### config.mk
export PLATFORM = sky130hd
export DESIGN_NAME = wss_sequencer
export DESIGN_NICKNAME = d
export VERILOG_FILES = /design/src/logic/wss_pkg.sv /design/src/logic/wss_tmr_if.sv /design/src/logic/wss_delay_timer.sv /design/src/logic/wss_sequencer.sv
export SDC_FILE = /design/constraint.sdc
export NUM_CORES = 1
export LEC_CHECK = 0
export BUFFER_PORTS_ARGS = -buffer_cell sky130_fd_sc_hd__buf_4
export CAP_MARGIN = 15
export CORE_UTILIZATION = 34
export DETAILED_ROUTE_END_ITERATION = 6
export PLACE_DENSITY_LB_ADDON = 0.08
export SYNTH_ARGS = -nofsm -noshare
export SYNTH_HDL_FRONTEND = slang
export SYNTH_HIERARCHICAL = 1
export SYNTH_SLANG_ARGS = --single-unit
### constraint.sdc
create_clock -name clock -period 4.5 [get_ports clock]
set_input_delay 0.675 -clock clock [delete_from_list [all_inputs] [get_ports clock]]
set_output_delay 0.675 -clock clock [all_outputs]
set_load 0.02 [all_outputs]
### src/logic/wss_pkg.sv
// Constants, types and register map of the waveform sequence slot block.
// Assumes a 20 MHz clock and an AXI4-Lite master with 32-bit data.
package wss_pkg;
	localparam int AXI_AW = 8;
	localparam int AXI_DW = 32;
	localparam int SLOT_COUNT = 8;
	// Register indices; the byte address is four times the index.
	localparam logic [5:0] IDX_CONTROL = 6'h0C;
	localparam logic [5:0] IDX_STATUS = 6'h0D;
	localparam logic [5:0] IDX_SLOT_FIRST = 6'h0F;
	localparam logic [5:0] IDX_SLOT_SECOND = 6'h10;
	localparam logic [5:0] IDX_SLOT_SEVEN = 6'h15;
	localparam logic [5:0] IDX_SLOT_EIGHT = 6'h16;
	localparam logic [7:0] SLOT_RESET = 8'h00;
	localparam int SLOT_DELAY_BIT = 7;
	localparam int CTRL_START_BIT = 0;
	localparam int STAT_BUSY_BIT = 0;
	localparam int STAT_DELAY_BIT = 1;
	localparam int STAT_PTR_LSB = 2;
	localparam logic [1:0] RESP_OKAY = 2'h0;
	localparam logic [1:0] RESP_SLVERR = 2'h2;
	localparam int CLOCK_HZ = 20_000_000;
	localparam int DELAY_UNIT_MS = 10;
	localparam int DELAY_UNIT_CYCLES = CLOCK_HZ / 1000 * DELAY_UNIT_MS;
	typedef enum logic [1:0] {
		ST_IDLE = 2'h0,
		ST_FETCH = 2'h1,
		ST_PLAY = 2'h3,
		ST_DELAY = 2'h2
	} wss_state_type;
endpackage : wss_pkg

### src/logic/wss_tmr_if.sv
// Link between the sequencer and its delay timer.
// Assumes both ends share one clock.
`timescale 1ns/1ps
interface wss_tmr_if;
	logic start;
	logic [6:0] units;
	logic done;
	modport tmr (input start, input units, output done);
	modport seq (output start, output units, input done);
endinterface : wss_tmr_if

### src/logic/wss_delay_timer.sv
// Idle timer that counts a number of 10 ms units.
// Assumes start is a one-cycle pulse given only while the timer is free.
`timescale 1ns/1ps
module wss_delay_timer #(
	parameter int TICK_CYCLES = wss_pkg::DELAY_UNIT_CYCLES
) (
	input wire logic clock,
	input wire logic rst,
	wss_tmr_if.tmr tmr_port
);
	import wss_pkg::*;
	localparam int CW = $clog2(TICK_CYCLES + 1);
	localparam logic [CW-1:0] TICK_LAST = CW'(TICK_CYCLES - 1);

	generate
		if (TICK_CYCLES < 1) begin : g_bad_tick
			$error("TICK_CYCLES must be at least one");
		end
	endgenerate

	logic busy_ff, nxt_busy;
	logic done_ff, nxt_done;
	logic [CW-1:0] cnt_ff, nxt_cnt;
	logic [6:0] units_ff, nxt_units;

	always_comb begin
		nxt_busy = busy_ff;
		nxt_done = 1'b0;
		nxt_cnt = cnt_ff;
		nxt_units = units_ff;
		if (!busy_ff) begin
			if (tmr_port.start) begin
				nxt_busy = 1'b1;
				nxt_cnt = '0;
				nxt_units = tmr_port.units;
			end
		end else if (units_ff == 7'h00) begin
			nxt_busy = 1'b0;
			nxt_done = 1'b1;
		end else if (cnt_ff == TICK_LAST) begin
			nxt_cnt = '0;
			nxt_units = units_ff - 7'h01;
		end else begin
			nxt_cnt = cnt_ff + CW'(1);
		end
	end

	always_ff @(posedge clock) begin
		if (rst) begin
			busy_ff <= 1'b0;
			done_ff <= 1'b0;
			cnt_ff <= '0;
			units_ff <= 7'h00;
		end else begin
			busy_ff <= nxt_busy;
			done_ff <= nxt_done;
			cnt_ff <= nxt_cnt;
			units_ff <= nxt_units;
		end
	end

	assign tmr_port.done = done_ff;
endmodule : wss_delay_timer

### src/logic/wss_sequencer.sv
// Eight-slot waveform sequence table with its playback walker and AXI4-Lite slave.
// Assumes a playback engine that pulses waveform_done when a started waveform ends.
`timescale 1ns/1ps
module wss_sequencer #(
	parameter int TICK_CYCLES = wss_pkg::DELAY_UNIT_CYCLES
) (
	input wire logic clock,
	input wire logic rst,
	input wire logic [wss_pkg::AXI_AW-1:0] s_axi_awaddr,
	input wire logic s_axi_awvalid,
	output logic s_axi_awready,
	input wire logic [wss_pkg::AXI_DW-1:0] s_axi_wdata,
	input wire logic [3:0] s_axi_wstrb,
	input wire logic s_axi_wvalid,
	output logic s_axi_wready,
	output logic [1:0] s_axi_bresp,
	output logic s_axi_bvalid,
	input wire logic s_axi_bready,
	input wire logic [wss_pkg::AXI_AW-1:0] s_axi_araddr,
	input wire logic s_axi_arvalid,
	output logic s_axi_arready,
	output logic [wss_pkg::AXI_DW-1:0] s_axi_rdata,
	output logic [1:0] s_axi_rresp,
	output logic s_axi_rvalid,
	input wire logic s_axi_rready,
	output logic play_start,
	output logic [6:0] play_index,
	input wire logic waveform_done,
	output logic seq_busy,
	output logic delay_active
);
	import wss_pkg::*;

	function automatic logic reg_known(input logic [5:0] idx);
		return idx == IDX_CONTROL || idx == IDX_STATUS ||
			(idx >= IDX_SLOT_FIRST && idx <= IDX_SLOT_EIGHT);
	endfunction : reg_known

	function automatic logic is_slot(input logic [5:0] idx);
		return idx >= IDX_SLOT_FIRST && idx <= IDX_SLOT_EIGHT;
	endfunction : is_slot

	logic [7:0] slot_ff [SLOT_COUNT];
	logic [7:0] nxt_slot [SLOT_COUNT];
	logic aw_hold_ff, nxt_aw_hold, w_hold_ff, nxt_w_hold;
	logic [5:0] wr_idx_ff, nxt_wr_idx;
	logic [7:0] wr_data_ff, nxt_wr_data;
	logic wr_lane_ff, nxt_wr_lane;
	logic bvalid_ff, nxt_bvalid;
	logic [1:0] bresp_ff, nxt_bresp;
	logic start_req;
	logic rvalid_ff, nxt_rvalid;
	logic [1:0] rresp_ff, nxt_rresp;
	logic [AXI_DW-1:0] rdata_ff, nxt_rdata;
	wss_state_type state_ff, nxt_state;
	logic [2:0] ptr_ff, nxt_ptr;
	logic play_start_ff, nxt_play_start;
	logic [6:0] play_index_ff, nxt_play_index;
	logic [7:0] cur_slot;
	logic [6:0] cur_id;
	logic step_done;
	logic [5:0] rd_idx;

	wss_tmr_if tmr_bus();

	wss_delay_timer #(.TICK_CYCLES(TICK_CYCLES)) u_timer (
		.clock(clock),
		.rst(rst),
		.tmr_port(tmr_bus)
	);

	////////////////////////////////////////////////////////////////////////////////
	// Write channel: address and data are held until both are present.
	assign s_axi_awready = !aw_hold_ff && !bvalid_ff;
	assign s_axi_wready = !w_hold_ff && !bvalid_ff;

	always_comb begin
		nxt_aw_hold = aw_hold_ff;
		nxt_w_hold = w_hold_ff;
		nxt_wr_idx = wr_idx_ff;
		nxt_wr_data = wr_data_ff;
		nxt_wr_lane = wr_lane_ff;
		nxt_bvalid = bvalid_ff;
		nxt_bresp = bresp_ff;
		nxt_slot = slot_ff;
		start_req = 1'b0;
		if (s_axi_awvalid && s_axi_awready) begin
			nxt_aw_hold = 1'b1;
			nxt_wr_idx = s_axi_awaddr[7:2];
		end
		if (s_axi_wvalid && s_axi_wready) begin
			nxt_w_hold = 1'b1;
			nxt_wr_data = s_axi_wdata[7:0];
			nxt_wr_lane = s_axi_wstrb[0];
		end
		if (aw_hold_ff && w_hold_ff) begin
			nxt_aw_hold = 1'b0;
			nxt_w_hold = 1'b0;
			nxt_bvalid = 1'b1;
			nxt_bresp = reg_known(wr_idx_ff) ? RESP_OKAY : RESP_SLVERR;
			if (wr_lane_ff && is_slot(wr_idx_ff)) begin
				nxt_slot[3'(wr_idx_ff - IDX_SLOT_FIRST)] = wr_data_ff;
			end
			if (wr_lane_ff && wr_idx_ff == IDX_CONTROL) begin
				start_req = wr_data_ff[CTRL_START_BIT];
			end
		end
		if (bvalid_ff && s_axi_bready) begin
			nxt_bvalid = 1'b0;
		end
	end

	always_ff @(posedge clock) begin
		if (rst) begin
			aw_hold_ff <= 1'b0;
			w_hold_ff <= 1'b0;
			wr_idx_ff <= 6'h00;
			wr_data_ff <= 8'h00;
			wr_lane_ff <= 1'b0;
			bvalid_ff <= 1'b0;
			bresp_ff <= RESP_OKAY;
			for (int i = 0; i < SLOT_COUNT; i++) begin
				slot_ff[i] <= SLOT_RESET;
			end
		end else begin
			aw_hold_ff <= nxt_aw_hold;
			w_hold_ff <= nxt_w_hold;
			wr_idx_ff <= nxt_wr_idx;
			wr_data_ff <= nxt_wr_data;
			wr_lane_ff <= nxt_wr_lane;
			bvalid_ff <= nxt_bvalid;
			bresp_ff <= nxt_bresp;
			slot_ff <= nxt_slot;
		end
	end

	assign s_axi_bvalid = bvalid_ff;
	assign s_axi_bresp = bresp_ff;

	////////////////////////////////////////////////////////////////////////////////
	// Read channel: one read at a time, answered the cycle after the address.
	assign s_axi_arready = !rvalid_ff;
	assign rd_idx = s_axi_araddr[7:2];

	always_comb begin
		nxt_rvalid = rvalid_ff;
		nxt_rresp = rresp_ff;
		nxt_rdata = rdata_ff;
		if (s_axi_arvalid && s_axi_arready) begin
			nxt_rvalid = 1'b1;
			nxt_rresp = reg_known(rd_idx) ? RESP_OKAY : RESP_SLVERR;
			nxt_rdata = '0;
			if (is_slot(rd_idx)) begin
				nxt_rdata[7:0] = slot_ff[3'(rd_idx - IDX_SLOT_FIRST)];
			end else if (rd_idx == IDX_STATUS) begin
				nxt_rdata[STAT_BUSY_BIT] = state_ff != ST_IDLE;
				nxt_rdata[STAT_DELAY_BIT] = state_ff == ST_DELAY;
				nxt_rdata[STAT_PTR_LSB +: 3] = ptr_ff;
			end
		end else if (rvalid_ff && s_axi_rready) begin
			nxt_rvalid = 1'b0;
		end
	end

	always_ff @(posedge clock) begin
		if (rst) begin
			rvalid_ff <= 1'b0;
			rresp_ff <= RESP_OKAY;
			rdata_ff <= '0;
		end else begin
			rvalid_ff <= nxt_rvalid;
			rresp_ff <= nxt_rresp;
			rdata_ff <= nxt_rdata;
		end
	end

	assign s_axi_rvalid = rvalid_ff;
	assign s_axi_rresp = rresp_ff;
	assign s_axi_rdata = rdata_ff;

	////////////////////////////////////////////////////////////////////////////////
	// Sequence walker: fetch a slot, then play it or idle on it, then advance.
	assign cur_slot = slot_ff[ptr_ff];
	assign cur_id = cur_slot[6:0];
	assign step_done = (state_ff == ST_PLAY && waveform_done) ||
		(state_ff == ST_DELAY && tmr_bus.done);
	assign tmr_bus.units = cur_id;
	assign tmr_bus.start = state_ff == ST_FETCH && cur_id != 7'h00 &&
		cur_slot[SLOT_DELAY_BIT];

	always_comb begin
		nxt_state = state_ff;
		nxt_ptr = ptr_ff;
		nxt_play_start = 1'b0;
		nxt_play_index = play_index_ff;
		unique case (state_ff)
			ST_IDLE: begin
				if (start_req) begin
					nxt_state = ST_FETCH;
					nxt_ptr = 3'h0;
				end
			end
			ST_FETCH: begin
				if (cur_id == 7'h00) begin
					nxt_state = ST_IDLE;
				end else if (cur_slot[SLOT_DELAY_BIT]) begin
					nxt_state = ST_DELAY;
				end else begin
					nxt_state = ST_PLAY;
					nxt_play_start = 1'b1;
					nxt_play_index = cur_id;
				end
			end
			ST_PLAY, ST_DELAY: begin
				if (step_done) begin
					if (ptr_ff == 3'h7) begin
						nxt_state = ST_IDLE;
					end else begin
						nxt_state = ST_FETCH;
						nxt_ptr = ptr_ff + 3'h1;
					end
				end
			end
		endcase
	end

	always_ff @(posedge clock) begin
		if (rst) begin
			state_ff <= ST_IDLE;
			ptr_ff <= 3'h0;
			play_start_ff <= 1'b0;
			play_index_ff <= 7'h00;
		end else begin
			state_ff <= nxt_state;
			ptr_ff <= nxt_ptr;
			play_start_ff <= nxt_play_start;
			play_index_ff <= nxt_play_index;
		end
	end

	assign play_start = play_start_ff;
	assign play_index = play_index_ff;
	assign seq_busy = state_ff != ST_IDLE;
	assign delay_active = state_ff == ST_DELAY;
endmodule : wss_sequencer

==> results of run 1 <==
[final cells by class]
| class | count | area [um2] | area share (%) |
|---|---|---|---|
| clock buffers | 18 | 439 | 5.37 |
| multi-input cells | 519 | 4070 | 49.8 |
| repair buffers | 59 | 443 | 5.42 |
| clock inverters | 13 | 159 | 1.94 |
| inverters | 17 | 63.8 | 0.780 |
| well taps | 270 | 338 | 4.13 |
| flip-flops and latches | 133 | 2660 | 32.6 |
[cell usage in the layout (no fill, tap or decap), types with 3 or more instances in the layout]
cell,netlist,routed
o21ai_0,6,6
nor2b_1,4,4
clkbuf_16,0,17
mux2_2,18,18
bufinv_16,0,3
mux2i_1,78,78
clkinv_4,0,3
clkinvlp_4,0,3
ha_1,13,13
dfxtp_1,133,133
mux4_2,28,28
nand3b_1,7,7
nor2_1,49,49
xor2_1,14,14
inv_1,17,17
conb_1,1,26
buf_4,28,59
mux4_1,4,4
a31oi_1,6,6
nand3_1,25,25
and2_1,4,4
a21oi_1,37,37
and4_1,3,3
nor3_1,11,11
clkinv_2,0,4
nor4b_1,3,3
and3_1,3,3
xnor2_1,4,4
nand4_1,11,11
nand2_1,46,46
nand2b_1,74,74
[critical path, stage by stage, from the launching register on]
cell     delay, ps
dfxtp_1        300
buf_4          270
mux4_1         610
mux2_2         360
nor4_4         440
and2_4         270
nor3b_2         80
nor2b_1        220
or3_1          610
nor2_1         190
[per-stage QoR]
stage / std cells / cell area, um2
2_1_floorplan: 740 / 7230
3_3_place_gp: 997 / 7570
3_5_place_dp: 997 / 7570
4_1_cts: 1028 / 8170
5_1_grt: 1029 / 8180
6_report: 1029 / 8180
[sequential cells by signal, indices dropped and copies added, names as in the netlist]
register,cells
s_axi_rvalid,1
wr_lane_ff,1
u_timer/tmr_port.done,1
s_axi_rresp,1
u_timer/cnt_ff,18
play_index,7
s_axi_bresp,1
u_timer/units_ff,7
wr_data_ff,8
w_hold_ff,1
state_ff,2
s_axi_rdata,8
aw_hold_ff,1
u_timer/busy_ff,1
play_start,1
wr_idx_ff,6
slot_ff,64
ptr_ff,3
s_axi_bvalid,1
[routing by layer]
| metal | wire (um) | vias up | part of all wire (%) | global-route usage, % |
|---|---|---|---|---|
| li1 | - | 2549 | - | - |
| met2 | 8320 | 109 | 47 | 27.1 |
| met4 | 238 | 0 | 1.4 | 5.15 |
| met1 | 8200 | 2561 | 47 | 22.3 |
| met5 | 0 | - | 0 | 0 |
| met3 | 787 | 17 | 4.5 | 4.32 |
[cells by family after synthesis]
group           count (synthesis)  share of synthesized area, %
mux                           129                          24.3
compound gates                 71                          6.33
xor+xnor                       18                          2.21
other cells                     1                        0.0525
flops                         133                          37.3
buf+inv                        88                          6.98
fa+ha+maj                      13                          2.28
simple gates                  262                          20.6
[cells in the mapped netlist, types with 4 or more instances]
| master | number | share of area, % |
|---|---|---|
| nand2_1 | 46 | 2.4 |
| nor2_1 | 49 | 2.6 |
| nand3b_1 | 7 | 0.74 |
| inv_1 | 17 | 0.89 |
| a31oi_1 | 6 | 0.53 |
| o21ai_0 | 6 | 0.42 |
| mux4_2 | 28 | 8.8 |
| dfxtp_1 | 133 | 37 |
| nor3_1 | 11 | 0.77 |
| xnor2_1 | 4 | 0.49 |
| nand4_1 | 11 | 0.96 |
| buf_1 | 12 | 0.63 |
| nand3_1 | 25 | 1.8 |
| xor2_1 | 14 | 1.7 |
| nor2b_1 | 4 | 0.35 |
| mux4_1 | 4 | 1.5 |
| ha_1 | 13 | 2.3 |
| buf_6 | 5 | 0.79 |
| a21oi_1 | 37 | 2.6 |
| buf_4 | 28 | 2.9 |
| and2_1 | 4 | 0.35 |
| nand2b_1 | 74 | 6.5 |
| mux2i_1 | 78 | 11 |
| clkbuf_1 | 22 | 1.2 |
| mux2_2 | 18 | 2.8 |
[worst min-delay path by stage]
stage                        start              to  cells after the start
floorplan               wr_lane_ff      wr_lane_ff                      2
global placement    s_axi_rresp[1]  s_axi_rresp[1]                      2
detailed placement  s_axi_rresp[1]  s_axi_rresp[1]                      2
CTS                   s_axi_rready    s_axi_rvalid                      2
global route          s_axi_rready    s_axi_rvalid                      2
finish                s_axi_rready    s_axi_rvalid                      2
[where the power goes]
part           internal [mW]  leakage (nW)  switching (mW)  total [mW]
combinational         0.0848          2.06           0.129       0.214
clock                  0.880         0.288           0.529        1.41
sequential              1.20          1.08          0.0189        1.22
==> results.md, run 1 <==
- Rows: 52
- CTS tree: built
- Synth Cell Area: around 7000 um2
- Post-layout min period: 3440 ps
- Buffers added on ports: 53
- Clock-pin slew on the worst setup and hold paths: about 60 ps
- WP data required: between 4000 and 5000 ps
- Main synth FF type: dfxtp_1
- Flops & latches, synth: ~130
- Clock latency reported for the late side of the worst-skew pair: just over 400 ps
- Worst r2r dst: u_timer/cnt_ff[13]
- Die Ht: ~150 um
- Min Hold Slack: ~440 ps
- Post-CTS setup buffer count: 0
- Final Hold Viols: 0
- RSZ-0062 raised after global routing: false
- Mapped Avg Cell Area: 9.99 um2
- Hold WC Path Type: input port to flop
- Top Ports: 111
- Cts repair resizes: 0
- Number of flops mapped to enable cells by yosys: 0
- Dpl ws: 849 ps
- Fmax: around 290 MHz
- Core area: slightly above 20000 um2
- Async SR Flop Fraction: 0%
- Hold buffers post-CTS: 0
- MaxCap Viol Count: 0
- Post-Synthesis Cells: between 700 and 800
- GPL Wtd Cong: 0.761
- Rel. slew slack: 30.8%
- Worst VDD drop: 244 uV
- Critical Path End: u_timer/cnt_ff[13]
- Final worst setup slack: 1060 ps
- Die Footprint: between 20000 and 25000 um2
- GRT Overall Usage: 16.9%
- Fraction of layout cells with a size suffix above 1: 20.4%
- Crit path DAT: between 3000 and 4000 ps
- CP endpoint kind: flop
- Detailed placement HPWL: between 10 and 15 mm
- Reg-to-Reg Start: ptr_ff[0]
- Initial drt markers: 242
- Final Core Density: between 40% and 50%
- CTS H-tree depth: 4
- Syn-to-layout area delta: 14.5%
- Residual DRC: 0
- Pwr Total: around 2.8 mW
- First-pass GRT wire length: 28.0 mm
- CTS sink count: around 130
- FF-to-FF path depth: 9
- Setup crit start kind: flop
- Fillers: 2024
- ANT nets after route: 0
- Cell area power density: ~350 nW/um2
- Synth unique cells: 64
- Kind of critical path: flop to flop
- Antenna Cells: 0
- Total detailed-routing wirelength: around 18 mm
- Chip Width: 147 um
- DR vias/cell: roughly 5
- Initial antenna violation count: 0
- Initial Util: between 30% and 40%
- Worst-Margin Slew: approximately 1000 ps
- Routed WL per cell: between 15 and 20 um
- Largest net degree at the start of global routing: about 110
- 1st-pass router iterations: 4
- Routed vias: 5236
- Root cell of the clock tree: clkbuf_16
- TritonCTS Buffers: 17
- Crit path from: ptr_ff[0]
- # setup viols final: 0
- R2r setup slk: 1060 ps
- Final clock skew: between 8 and 9 ps
- Vias in the first global route: about 5k
- Clock buffer depth: 2
- CP Max Fanout: 15
- Fin. max-slew vios: 0
- YS warnings: 6
- Fin nets: about 800
- Fin Setup TNS: 0 ps
- Status: finished clean
- Static Leakage: 3.43 nW
- Period utilisation layout: 76.4%
- Seq/Total Area, Yosys: 37.3%
- Grt ovf: 0
Note: power is estimated with default switching activity, not from simulation.
==> run 2: changes to the inputs <==
Clock period 4.5 ns to 3.5 ns, I/O delays scaled along.
==> run 2 against run 1 <==
Sequential share of layout area fell by 0.12 points. Sequential power grew 29%. Clock skew is 7.2 ps higher. Largest power group unchanged. Highest routed layer unchanged.
==> results.md, run 2 (synthesis gave the netlist of run 1 again) <==
- Status: finished clean
- ANT nets after route: 0
- Grt ovf: 0
- Hold buffers post-CTS: 0
- Root cell of the clock tree: clkbuf_16
- Cell area power density: between 400 and 500 nW/um2
- Routed WL per cell: 17.2 um
- Fraction of layout cells with a size suffix above 1: between 20% and 30%
- Routed vias: between 5k and 6k
- Worst VDD drop: roughly 260 uV
- Largest stage delay, worst path: approximately 600 ps
- Initial Util: about a third
- # setup viols final: 0
- Most flop-heavy register: slot_ff
- CP Max Fanout: 15
- 1st-pass router iterations: 4
- MaxCap Viol Count: 0
- Die Ht: about 150 um
- CTS sink count: 133
- Inst Count DP: approximately 1.0k
- Fmax: around 330 MHz
- Fin nets: roughly 830
- CTS tree: built
- Slowest CP cell: or3_1
- Most common cell after layout, fill and taps aside: dfxtp_1
- RSZ-0062 raised after global routing: false
- Detailed placement HPWL: between 10 and 15 mm
- First-pass GRT wire length: roughly 28 mm
- Largest register FFs: 64
- WP buf/inv: 1
- Initial drt markers: around 210
- Clock buffer depth: 2
- Worst path cell trace: buf_4 > mux4_1 > mux2_2 > nor4_4 > and2_4 > nor3b_2 > nor2b_1 > or3_1 > nor2_1
- Final clock skew: roughly 16 ps
- Antenna Cells: 0
- Commonest non-fill, non-tap cells in the layout: dfxtp_1, mux2i_1, nand2b_1
- Cts repair resizes: 0
- CTS H-tree depth: 4
- Clock latency reported for the late side of the worst-skew pair: ~420 ps
- Kind of critical path: flop to flop
- Core area: 20400 um2
- Clock-pin slew on the worst setup and hold paths: about 60 ps
- Buffers added on ports: 53
- Worst-Margin Slew: 818 ps
- Setup crit start kind: flop
- Initial antenna violation count: 0
- Residual DRC: 0
- R2r setup slk: 450 ps
- Final Hold Viols: 0
- Top Ports: between 100 and 150
- Final std cells w/o fill: a little over 1k
- Fin Setup TNS: 0 ps
- Static Leakage: between 3 and 4 nW
- TritonCTS Buffers: 17
- Rows: between 50 and 60
- Hold WC Path Type: input port to flop
- Vias in the first global route: slightly above 5k
- CP delay by family, top: simple AND/OR/NAND/NOR gates
- Largest net degree at the start of global routing: 53
- Rel. slew slack: 45.3%
- GPL Wtd Cong: approximately 0.8
- DR vias/cell: between 5 and 6
- Fin. max-slew vios: 0
- Post-CTS setup buffer count: 0
- Syn-to-layout area delta: 15.0%
- Crit path DAT: 3390 ps
- Largest registers: slot_ff x64, u_timer/cnt_ff x18
- WP data required: ~3800 ps
- Total detailed-routing wirelength: between 15 and 20 mm
- Die Footprint: 21600 um2
- Chip Width: roughly 150 um
- Period utilisation layout: 87.1%
- CP endpoint kind: flop
- Post-layout min period: 3050 ps
- GRT Overall Usage: approximately 17%
[run 2: cell type report]
class	instances	area (um2)
Multi-Input combinational cell	519	4070
Fill cell	2049	12200
Clock buffer	24	502
Tap cell	270	338
Clock inverter	8	48.8
Sequential cell	133	2660
Inverter	17	63.8
Timing Repair Buffer	66	520
[run 2: worst paths after layout]
path | start | endpoint | cells past startpoint
worst min-delay path | s_axi_rready | s_axi_rvalid | 2
worst min register to register | s_axi_rdata[7] | s_axi_rdata[7] | 2
worst max-delay path | ptr_ff[0] | u_timer/cnt_ff[5] | 9
worst max register to register | ptr_ff[0] | u_timer/cnt_ff[5] | 9
[run 2: through the flow]
stage | area, um2 | total power, mW | hold slack [ps] | util [%] | worst slack, ps
finish | 8210 | 3.49 | 294 | 40.2 | 451
global route | 8210 | 3.64 | 266 | 40.2 | 296
floorplan | 7230 | 1.81 | 437 | - | 284
detailed placement | 7660 | 1.88 | 450 | 37.5 | 446
CTS | 8210 | 3.54 | 270 | 40.2 | 431
global placement | 7660 | 1.88 | 447 | 37.5 | 540
[run 2: power breakdown]
| part | switching (mW) | leakage (nW) | internal [mW] | total (mW) |
|---|---|---|---|---|
| registers | 0.0253 | 1.08 | 1.54 | 1.57 |
| clock network | 0.655 | 0.272 | 0.994 | 1.65 |
| logic | 0.165 | 2.10 | 0.112 | 0.277 |
[run 2: metal layers]
metal	wire length, um	GRT usage [%]
met1	8390	22.0
met2	8580	27.7
met3	559	4.25
met4	282	5.15
met5	0	0
==> run 3: changes to the inputs <==
Settings changed: ABC_AREA set to 1, REMOVE_ABC_BUFFERS set to 1.
Clock period 3.5 ns to 3.7 ns, I/O delays scaled along.
==> run 3 against run 2 <==
Register-to-register slack better by 150 ps. Core utilization is 0.23 points lower. Non-clock buffer count is 1 higher. Cell area is 3.0% higher. Synthesized cell count is 58% higher. Largest cell class unchanged. Largest power group unchanged. Highest routed layer unchanged.
==> results.md, run 3 <==
- Worst-Margin Slew: approximately 850 ps
- Synth Cell Area: between 7000 and 8000 um2
- Most flop-heavy register: slot_ff
- Post-CTS setup buffer count: 0
- Total detailed-routing wirelength: 20.6 mm
- Clock-pin slew on the worst setup and hold paths: around 60 ps
- Flops & latches, synth: 133
- Root cell of the clock tree: clkbuf_16
- Period utilisation layout: around 84%
- YS warnings: 6
- Routed WL per cell: roughly 14 um
- GRT Overall Usage: between 10% and 20%
- Mapped Avg Cell Area: 6.56 um2
- Number of flops mapped to enable cells by yosys: 0
- # setup viols final: 0
- First-pass GRT wire length: roughly 34 mm
- Cts repair resizes: 0
- CTS H-tree depth: 4
- Worst VDD drop: around 190 uV
- Crit path DAT: roughly 3500 ps
- Fin nets: about 1.2k
- Reg-to-Reg Start: ptr_ff[1]
- Die Ht: 150 um
- Die Footprint: ~22000 um2
- CTS sink count: ~130
- Pwr Total: approximately 3.7 mW
- GPL Wtd Cong: a little over 0.8
- Cell area power density: 437 nW/um2
- Commonest non-fill, non-tap cells in the layout: nand2_1, nor2_1, dfxtp_1
- Core area: 21200 um2
- Initial antenna violation count: 0
- MaxCap Viol Count: 0
- Static Leakage: between 3 and 4 nW
- Initial Util: between 30% and 40%
- Final clock skew: ~12 ps
- Synth unique cells: 38
- Vias in the first global route: 6186
- Synth area leaders: dfxtp_1, nand2_1, nor2_1, o21ai_0, a21oi_1
- Rel. slew slack: 43.4%
- Antenna Cells: 0
- CP endpoint kind: flop
- Most common cell in the synthesized netlist: nand2_1
- Hold buffers post-CTS: 0
- RSZ-0062 raised after global routing: false
- Status: finished clean
- Min Hold Slack: around 300 ps
- Worst hold start: s_axi_bready
- TritonCTS Buffers: 17
- WP data required: roughly 4100 ps
- Kind of critical path: flop to flop
- Main synth FF type: dfxtp_1
- CTS tree: built
- Top Ports: ~110
- Crit path from: ptr_ff[1]
- Largest register FFs: between 60 and 70
- Largest registers: slot_ff x64, u_timer/cnt_ff x18
- Post-layout min period: 3100 ps
- Most frequent cells after synthesis: nand2_1, nor2_1, dfxtp_1
- Largest net degree at the start of global routing: 73
- Initial drt markers: about 440
- ANT nets after route: 0
- DR vias/cell: between 4 and 5
- Seq/Total Area, Yosys: between 30% and 40%
- Rows: 53
- Most common cell after layout, fill and taps aside: nand2_1
- Chip Width: approximately 150 um
- Fin Setup TNS: 0 ps
- Detailed placement HPWL: 14.4 mm
- Post-Synthesis Cells: 1129
- Fmax: about 320 MHz
- Grt ovf: 0
- Final Hold Viols: 0
- Setup crit start kind: flop
- Buffers added on ports: 53
- Routed vias: between 6k and 7k
- Biggest area consumer among synthesized cells: dfxtp_1
- Clock buffer depth: 2
- Top cell type's share of synthesized area: between 30% and 40%
- Fin. max-slew vios: 0
- Clock latency reported for the late side of the worst-skew pair: approximately 430 ps
- Hold WC Path Type: input port to flop
- Async SR Flop Fraction: 0%
- 1st-pass router iterations: 4
- Syn-to-layout area delta: 14.2%
- CP Max Fanout: 17
- Residual DRC: 0
- Fraction of layout cells with a size suffix above 1: roughly 11%
-- run 3: worst paths after layout --
path,slack [ps],end,cells after the start
max,600,u_timer/cnt_ff[9],15
min,300,s_axi_bvalid,2
max reg2reg,600,u_timer/cnt_ff[9],15
min reg2reg,460,u_timer/units_ff[1],2
-- run 3: through the flow --
step | util (%) | worst slack, ps | cell area [um2] | instances
after detailed placement | 37.0 | 625 | 7840 | 1416
after global placement | 37.0 | 612 | 7840 | 1416
after floorplan | - | 850 | 6980 | 1074
after global routing | 39.9 | 229 | 8450 | 1448
after CTS | 39.9 | 609 | 8450 | 1448
final | 39.9 | 602 | 8450 | 1448
-- run 3: final cells by class --
class | count | area [um2]
multi-input cells | 805 | 3800
clock inverters | 14 | 175
clock buffers | 18 | 439
flip-flops and latches | 133 | 2660
repair buffers | 67 | 515
well taps | 275 | 344
inverters | 136 | 510
fillers | 2305 | 12700
-- run 3: power breakdown --
part / internal, mW / switching (mW)
Clock: 1.08 / 0.703
Combinational: 0.128 / 0.273
Sequential: 1.46 / 0.0461
-- run 3: metal layers --
layer	vias to the layer above	GRT usage, %	part of all wire, %
met5	-	0	0
met4	0	6.53	1.8
met3	21	3.48	4.7
met2	164	29.4	43
met1	3049	27.8	51
li1	3614	-	-
-- run 3: kinds of logic after synthesis --
group,count (synthesis),share of synthesized area (%)
simple gates,535,31.1
compound gates,223,15.7
buf+inv,216,13.9
flops,133,36.0
fa+ha+maj,13,2.20
xor+xnor,8,1.05
other cells,1,0.0507
-- run 3: worst max-delay path: stages, from the launching register on --
cell and delay (ps):
dfxtp_1 620, inv_2 300, o211ai_1 180, nand2_1 90, nand2_1 60, nand2_1 130, nor2_1 130, nand2_1 110
nand2_1 100, nor2_1 40, nor2_1 320, o21bai_1 460, nor2_1 160, nand2_1 130, inv_1 50, nor3_1 150
